**config.mk**
```make
export PLATFORM = sky130hd
export DESIGN_NAME = dtes_status
export DESIGN_NICKNAME = d
export VERILOG_FILES = /design/src/dtes_pkg.sv /design/src/dtes_status.sv
export SDC_FILE = /design/constraint.sdc
export NUM_CORES = 1
export LEC_CHECK = 0
export BUFFER_PORTS_ARGS = -buffer_cell sky130_fd_sc_hd__buf_2
export CAP_MARGIN = 20
export CORE_MARGIN = 2
export CORE_UTILIZATION = 53
export DETAILED_ROUTE_END_ITERATION = 12
export GPL_ROUTABILITY_DRIVEN = 1
export PLACE_DENSITY = 0.8
export SLEW_MARGIN = 0
export SYNTH_ARGS = -nofsm -noshare
export SYNTH_HDL_FRONTEND = slang
export SYNTH_SLANG_ARGS = --single-unit
```
**constraint.sdc**
```tcl
create_clock -name ref_clk -period 2.7 [get_ports ref_clk]
set_input_delay 0.27 -clock ref_clk [delete_from_list [all_inputs] [get_ports ref_clk]]
set_output_delay 0.27 -clock ref_clk [all_outputs]
set_load 0.005 [all_outputs]
```
**src/dtes_pkg.sv**
```systemverilog
// Purpose: constants for the disk/tape detailed error status block
// Assumes: one clock, synchronous active-low reset
// Notes: register offsets are word indices on the plain register port
package dtes_pkg;

  // ------------------------------------------------------------
  // register map
  // ------------------------------------------------------------
  localparam logic [3:0] DTES_OFS_FUNC_ERR = 4'h0;
  localparam logic [3:0] DTES_OFS_ACC_ERR = 4'h1;
  localparam logic [3:0] DTES_OFS_DATA_ERR = 4'h2;
  localparam logic [3:0] DTES_OFS_OP_STATUS = 4'h3;
  localparam logic [3:0] DTES_OFS_CONTROL = 4'h4;
  localparam logic [3:0] DTES_OFS_FUNC_CODE = 4'h5;

  localparam logic [7:0] DTES_STATUS_RESET = 8'h00;
  localparam logic [7:0] DTES_UNMAPPED_DATA = 8'h00;

  // ------------------------------------------------------------
  // field positions
  // ------------------------------------------------------------
  localparam int DTES_OPS_ERROR_BIT = 7;
  localparam int DTES_OPS_HARD_BIT = 6;
  localparam int DTES_CTL_TAPE_BIT = 0;
  localparam int DTES_CTL_INHIBIT_BIT = 1;
  localparam int DTES_CTL_PARITY_MOD_BIT = 2;

  // highest defined controller function code (codes above are invalid)
  localparam logic [7:0] DTES_MAX_FUNC_CODE = 8'h0F;

  typedef enum logic [1:0] {DTES_IDLE, DTES_BUSY, DTES_RECAL} dtes_state_t;

endpackage : dtes_pkg

```
**src/dtes_status.sv**
```systemverilog
// Purpose: builds the three detailed error status bytes and the operation status summary
// Assumes: condition inputs are synchronous levels, valid while a function runs
// Notes: status bytes clear at function start and latch conditions until completion
//
// Design decisions made here: the placing of the registers and the strobed register port.
`timescale 1ns/100ps

// Operation
// - any status bit sets error-occurred bit
// - bytes zero/one set hard bit when a hard condition is seen
// - undefined function code sets byte0 bit0
// - tape module/drive function invalid bits
// - memory test fail, disk only
// - checksum fail, controller or tape module
// - drive busy off-line sets byte0 bit5
// - illegal code, alternate misuse, absent tape
// - end of medium before count met
// - sector size or tape length error
// - diagnostic fault, disk only
// - no index or tape module timeout
// - byte1 bit3 summarises function-code errors
// - sector not found or cartridge missing
// - invalid address and write protected bits
// - unit not ready sets byte1 bit6
// - byte2 bit0 zero; parity only capable module
// - tape retried success, tape only
// - data and identifier ecc errors, tape data
// - drive fault sets byte2 bit5
// - cylinder miscompare or tape over/under-run
// - seek error, recalibrate, re-seek unless retries inhibited
module dtes_status
  import dtes_pkg::*;
(
  input wire logic ref_clk,
  input wire logic rst_n,
  input wire logic clk_en,
  // register port
  input wire logic [3:0] reg_addr,
  input wire logic [7:0] reg_wdata,
  input wire logic reg_wr,
  input wire logic reg_rd,
  output logic [7:0] reg_rdata,
  // function sequencing
  input wire logic func_start,
  input wire logic func_done,
  // conditions (levels sampled while busy)
  input wire logic cond_ram_fail,
  input wire logic cond_rom_fail,
  input wire logic cond_tape_rom_fail,
  input wire logic cond_mod_func_bad,
  input wire logic cond_drv_func_bad,
  input wire logic cond_drive_busy,
  input wire logic cond_illegal_param,
  input wire logic cond_alt_misuse,
  input wire logic cond_tape_absent,
  input wire logic cond_end_medium,
  input wire logic cond_sector_size,
  input wire logic cond_length_err,
  input wire logic cond_diag_fault,
  input wire logic cond_no_index,
  input wire logic cond_mod_timeout,
  input wire logic cond_sector_missing,
  input wire logic cond_no_cartridge,
  input wire logic cond_bad_address,
  input wire logic cond_not_ready,
  input wire logic cond_write_prot,
  input wire logic cond_retried_ok,
  input wire logic cond_parity_err,
  input wire logic cond_data_ecc,
  input wire logic cond_id_ecc,
  input wire logic cond_tape_data_err,
  input wire logic cond_drive_fault,
  input wire logic cond_cyl_miscompare,
  input wire logic cond_buffer_run,
  input wire logic cond_seek_err,
  input wire logic cond_hard,
  input wire logic recal_done,
  // outputs
  output logic [7:0] op_status,
  output logic status_valid,
  output logic recal_req,
  output logic reseek_req
);

  // ------------------------------------------------------------
  // function classification
  // ------------------------------------------------------------
  // undefined code is a compare against the top defined code
  function automatic logic func_undefined(input logic [7:0] code);
    return code > DTES_MAX_FUNC_CODE;
  endfunction

  dtes_state_t state;
  dtes_state_t next_state;
  logic [7:0] func_err;
  logic [7:0] acc_err;
  logic [7:0] data_err;
  logic [7:0] control;
  logic [7:0] func_code;
  logic hard_seen;

  wire is_tape = control[DTES_CTL_TAPE_BIT];
  wire is_disk = ~is_tape;
  wire inhibit_retries = control[DTES_CTL_INHIBIT_BIT];
  wire parity_module = control[DTES_CTL_PARITY_MOD_BIT];
  wire busy = (state != DTES_IDLE);
  wire start = func_start & ~busy;

  // ------------------------------------------------------------
  // condition mapping into byte positions
  // ------------------------------------------------------------
  // disk/tape gating done here so latched bytes never hold the wrong meaning
  wire [7:0] set_func;
  wire [7:0] set_acc;
  wire [7:0] set_data;
  wire fc_err_any;

  assign set_func[0] = func_undefined(func_code);
  assign set_func[1] = is_tape & cond_mod_func_bad;
  assign set_func[2] = is_tape & cond_drv_func_bad;
  assign set_func[3] = is_disk & cond_ram_fail;
  assign set_func[4] = is_disk ? cond_rom_fail : cond_tape_rom_fail;
  assign set_func[5] = cond_drive_busy;
  assign set_func[6] = cond_illegal_param | (is_disk & cond_alt_misuse) | (is_tape & cond_tape_absent);
  assign set_func[7] = cond_end_medium;

  // summary reads the latched and incoming function-code errors
  assign fc_err_any = |(func_err[2:0] | set_func[2:0]);

  assign set_acc[0] = is_disk ? cond_sector_size : cond_length_err;
  assign set_acc[1] = is_disk & cond_diag_fault;
  assign set_acc[2] = is_disk ? cond_no_index : cond_mod_timeout;
  assign set_acc[3] = fc_err_any;
  assign set_acc[4] = is_disk ? cond_sector_missing : cond_no_cartridge;
  assign set_acc[5] = is_disk & cond_bad_address;
  assign set_acc[6] = cond_not_ready;
  assign set_acc[7] = cond_write_prot;

  assign set_data[0] = 1'b0;
  assign set_data[1] = is_tape & cond_retried_ok;
  assign set_data[2] = is_tape & parity_module & cond_parity_err;
  assign set_data[3] = is_disk ? cond_data_ecc : cond_tape_data_err;
  assign set_data[4] = is_disk & cond_id_ecc;
  assign set_data[5] = cond_drive_fault;
  assign set_data[6] = is_disk ? cond_cyl_miscompare : cond_buffer_run;
  assign set_data[7] = is_disk & cond_seek_err;

  wire seek_fail = is_disk & cond_seek_err & busy & (state == DTES_BUSY);

  // ------------------------------------------------------------
  // sequencer
  // ------------------------------------------------------------
  // seek error diverts to recalibrate; completion waits for it to finish
  always_comb begin
    next_state = state;
    unique case (state)
      DTES_IDLE: begin
        if (func_start) begin
          next_state = DTES_BUSY;
        end
      end
      DTES_BUSY: begin
        if (seek_fail) begin
          next_state = DTES_RECAL;
        end else if (func_done) begin
          next_state = DTES_IDLE;
        end
      end
      DTES_RECAL: begin
        if (recal_done) begin
          next_state = DTES_IDLE;
        end
      end
    endcase
  end

  always_ff @(posedge ref_clk) begin
    if (!rst_n) begin
      state <= DTES_IDLE;
    end else if (clk_en) begin
      state <= next_state;
    end
  end

  // ------------------------------------------------------------
  // detailed status bytes
  // ------------------------------------------------------------
  // clear on start; conditions accumulate while busy so brief pulses are kept
  always_ff @(posedge ref_clk) begin
    if (!rst_n) begin
      func_err <= DTES_STATUS_RESET;
      acc_err <= DTES_STATUS_RESET;
      data_err <= DTES_STATUS_RESET;
      hard_seen <= 1'b0;
    end else if (clk_en) begin
      if (start) begin
        func_err <= DTES_STATUS_RESET;
        acc_err <= DTES_STATUS_RESET;
        data_err <= DTES_STATUS_RESET;
        hard_seen <= 1'b0;
      end else if (busy) begin
        func_err <= func_err | set_func;
        acc_err <= acc_err | set_acc;
        data_err <= data_err | set_data;
        hard_seen <= hard_seen | cond_hard;
      end
    end
  end

  // ------------------------------------------------------------
  // operation status summary and completion
  // ------------------------------------------------------------
  wire completing = busy & (next_state == DTES_IDLE);
  wire [7:0] fin_func = func_err | set_func;
  wire [7:0] fin_acc = acc_err | set_acc;
  wire [7:0] fin_data = data_err | set_data;
  wire any_err = |{fin_func, fin_acc, fin_data};
  wire hard_class = |{fin_func, fin_acc};
  wire [7:0] next_op_status = {any_err, hard_class & (hard_seen | cond_hard), 6'h00};

  always_ff @(posedge ref_clk) begin
    if (!rst_n) begin
      op_status <= DTES_STATUS_RESET;
      status_valid <= 1'b0;
    end else if (clk_en) begin
      status_valid <= completing;
      if (start) begin
        op_status <= DTES_STATUS_RESET;
      end else if (completing) begin
        op_status <= next_op_status;
      end
    end
  end

  // recalibrate then re-seek, re-seek suppressed when retries inhibited
  always_ff @(posedge ref_clk) begin
    if (!rst_n) begin
      recal_req <= 1'b0;
      reseek_req <= 1'b0;
    end else if (clk_en) begin
      recal_req <= seek_fail;
      reseek_req <= (state == DTES_RECAL) & recal_done & ~inhibit_retries;
    end
  end

  // ------------------------------------------------------------
  // register port
  // ------------------------------------------------------------
  wire [7:0] rd_mux = (reg_addr == DTES_OFS_FUNC_ERR) ? func_err :
                      (reg_addr == DTES_OFS_ACC_ERR) ? acc_err :
                      (reg_addr == DTES_OFS_DATA_ERR) ? data_err :
                      (reg_addr == DTES_OFS_OP_STATUS) ? op_status :
                      (reg_addr == DTES_OFS_CONTROL) ? control :
                      (reg_addr == DTES_OFS_FUNC_CODE) ? func_code : DTES_UNMAPPED_DATA;

  // control and code writes; status bytes are read only
  always_ff @(posedge ref_clk) begin
    if (!rst_n) begin
      control <= DTES_STATUS_RESET;
      func_code <= DTES_STATUS_RESET;
      reg_rdata <= DTES_STATUS_RESET;
    end else if (clk_en) begin
      if (reg_wr && reg_addr == DTES_OFS_CONTROL) begin
        control <= reg_wdata;
      end
      if (reg_wr && reg_addr == DTES_OFS_FUNC_CODE) begin
        func_code <= reg_wdata;
      end
      reg_rdata <= reg_rd ? rd_mux : DTES_UNMAPPED_DATA;
    end
  end
endmodule // dtes_status

```
==> results.json <==
{
  "outcome": "finished clean",
  "io_buffer_count": 62,
  "rsz0062_at_grt": "false",
  "syn_area_um2": 2750,
  "clock_skew_ns": 0.00418,
  "async_flop_share_pct": 0,
  "layout-drive-gt1-share_pct": 18.3,
  "ctsHoldBuffers": 0,
  "criticalPathCategory": "reg2reg",
  "ys_seq_area_share_pct": 40.0,
  "syn_area_per_cell_um2": 7.97,
  "multi_input_area_um2": 1500,
  "cts.root.buffer_cell": "clkbuf_8",
  "arrival_ns": 2.41,
  "cts_sinks": 55,
  "cp-endpoint": "op_status[6]",
  "die-width_um": 76.0,
  "clk_pin_slew_ns": 0.09,
  "synth_edf_count": 0,
  "hold_ws_ns": 0.205,
  "syn_to_final_growth_pct": 15.1,
  "maxCapViolCount": 0,
  "worst_pin_slew_ns": 0.631,
  "clock_path_buffers": 2,
  "start_kind": "register",
  "regToRegSetupSlack_ns": 0.49,
  "period_needed_ns": 2.21,
  "cts-resized-gates": 0,
  "grt_pass1_vias": 2470,
  "syn_inst": 345,
  "hold_class": "in2reg",
  "diodes": 0,
  "cts_htree_levels": 2,
  "netlist-cell-type-count": 44,
  "gp_congestion": 0.915,
  "die_h_um": 76.0,
  "cts_setup_buffers": 0,
  "power_leakage_uw": 0.00139,
  "setup_viol": 0,
  "startpoint": "state[0]",
  "wire_per_inst_um": 15.6,
  "grt_start_max_net_pins": 38,
  "dieArea_um2": 5780,
  "grt_overflow": 0,
  "core_area_um2": 5040,
  "fmax_mhz": 453,
  "r2r-start": "state[0]",
  "ys.flop_type": "dfxtp_1",
  "final_cell_mix": "buf_2, nor2_1, dfxtp_1",
  "slew_headroom_pct": 57.7,
  "ant_nets": 0,
  "cts_buffers": 5,
  "min_from": "cond_not_ready",
  "cellPowerDensity_nw_per_um2": 487,
  "reg2reg_to": "op_status[6]",
  "ys_warn_count": 0,
  "final_nets": 450,
  "drc_errors": 0,
  "row_count": 26,
  "end_kind": "register",
  "r2r_cells": 7,
  "critPathRequiredTime_ns": 2.91,
  "antenna_found_initial": 0,
  "num-fill-cells": 452,
  "path_max_fanout": 7,
  "vias_per_cell": 5.77,
  "grt_usage_pct": 25.1,
  "ys_seq_elements": 55,
  "tns_ns": 0,
  "regArea_um2": 1100,
  "cts_tree": "yes",
  "grt_pass1_wl_um": 11800,
  "worstHoldPathCells": 3,
  "drt_pass1_iterations": 5,
  "hold_viol": 0,
  "start_util_pct": 54.5,
  "vias": 2700,
  "routed_wl_um": 7290,
  "fin_crit_sh_pct": 81.7,
  "final_max_slew_viol_count": 0,
  "hpwlAfterDp_um": 5390,
  "final_common_cell": "buf_2",
  "ir_drop_v": 0.000260,
  "num_io_pins": 69,
  "insertion_delay_ns": 0.31,
  "first_iter_violations": 182
}
[worst min-delay path by stage]
stage,slack (ns),to
floorplan,0.41,acc_err[7]
global placement,0.45,reseek_req
detailed placement,0.46,reseek_req
CTS,0.20,func_err[5]
global route,0.21,func_code[5]
finish,0.21,acc_err[6]
[Yosys cell counts, drive strengths merged (4+ instances only)]
cell type	number	area, um^2
o21ai	14	70.1
a211o	5	43.8
nand2b	10	62.6
mux2i	20	200
a31oi	8	50.1
dfxtp	55	1100
o221ai	4	35.0
clkbuf	12	45.0
buf	12	72.6
nor2	56	210
nand3	8	40.0
a21oi	37	185
nand2	19	71.3
nor4	6	37.5
nor2b	12	75.1
inv	13	48.8
nor3	10	50.1
a22oi	7	52.6
[flip-flops by register name (all words and copies together), names as in the netlist]
register and flops:
op_status 2, reseek_req 1, control 8, recal_req 1, data_err 7, state 2, hard_seen 1, acc_err 8
func_err 8, reg_rdata 8, func_code 8, status_valid 1
[cell families (layout without fill, tap and decap cells)]
kind of cell / Yosys count / in the layout / synth area share, %
DFF: 55 / 55 / 40.0
muxes: 20 / 20 / 7.28
and+or+nand+nor: 138 / 138 / 24.5
AOI/OAI and AO/OA: 90 / 90 / 20.5
other: 1 / 6 / 0.136
adders and majority gates: 3 / 3 / 1.37
buffers and inverters: 38 / 86 / 6.19
[through the flow]
stage	instance area [um^2]	worst slack, ns	utilization [%]	power, uW	cells
CTS	3160	0.524	62.8	1540	468
detailed placement	3060	0.546	60.8	1070	460
floorplan	2770	0.654	-	992	350
finish	3160	0.493	62.8	1540	468
global route	3160	0.333	62.8	1600	468
global placement	3060	0.607	60.8	1060	460
[layer usage]
layer | global-route usage (%) | part of all wire, % | vias up
met3 | 6.04 | 8.1 | 10
met2 | 41.1 | 46 | 137
met1 | 33.4 | 44 | 1229
li1 | - | - | 1324
met4 | 6.91 | 1.3 | 0
met5 | 0 | 0 | -
[power breakdown]
group | internal, uW | switching (uW)
clock | 235 | 256
sequential | 830 | 17.9
combinational | 82.4 | 122
[critical path, stage by stage, from the launching register on]
cell and delay (ns):
dfxtp_1 0.42, inv_1 0.09, ha_1 0.30, nor4bb_1 0.50, nor4_1 0.11, nor3_1 0.33
nor3_1 0.11, a22o_1 0.24
[area by class of cell]
type | instances | share of cell area (%)
timing repair buffer | 64 | 10.3
clock buffer | 8 | 3.16
inverter | 14 | 1.66
tap | 70 | 2.77
multi-input combinational | 257 | 47.3
sequential | 55 | 34.8
No activity file was read; power rests on OpenSTA's default activity.
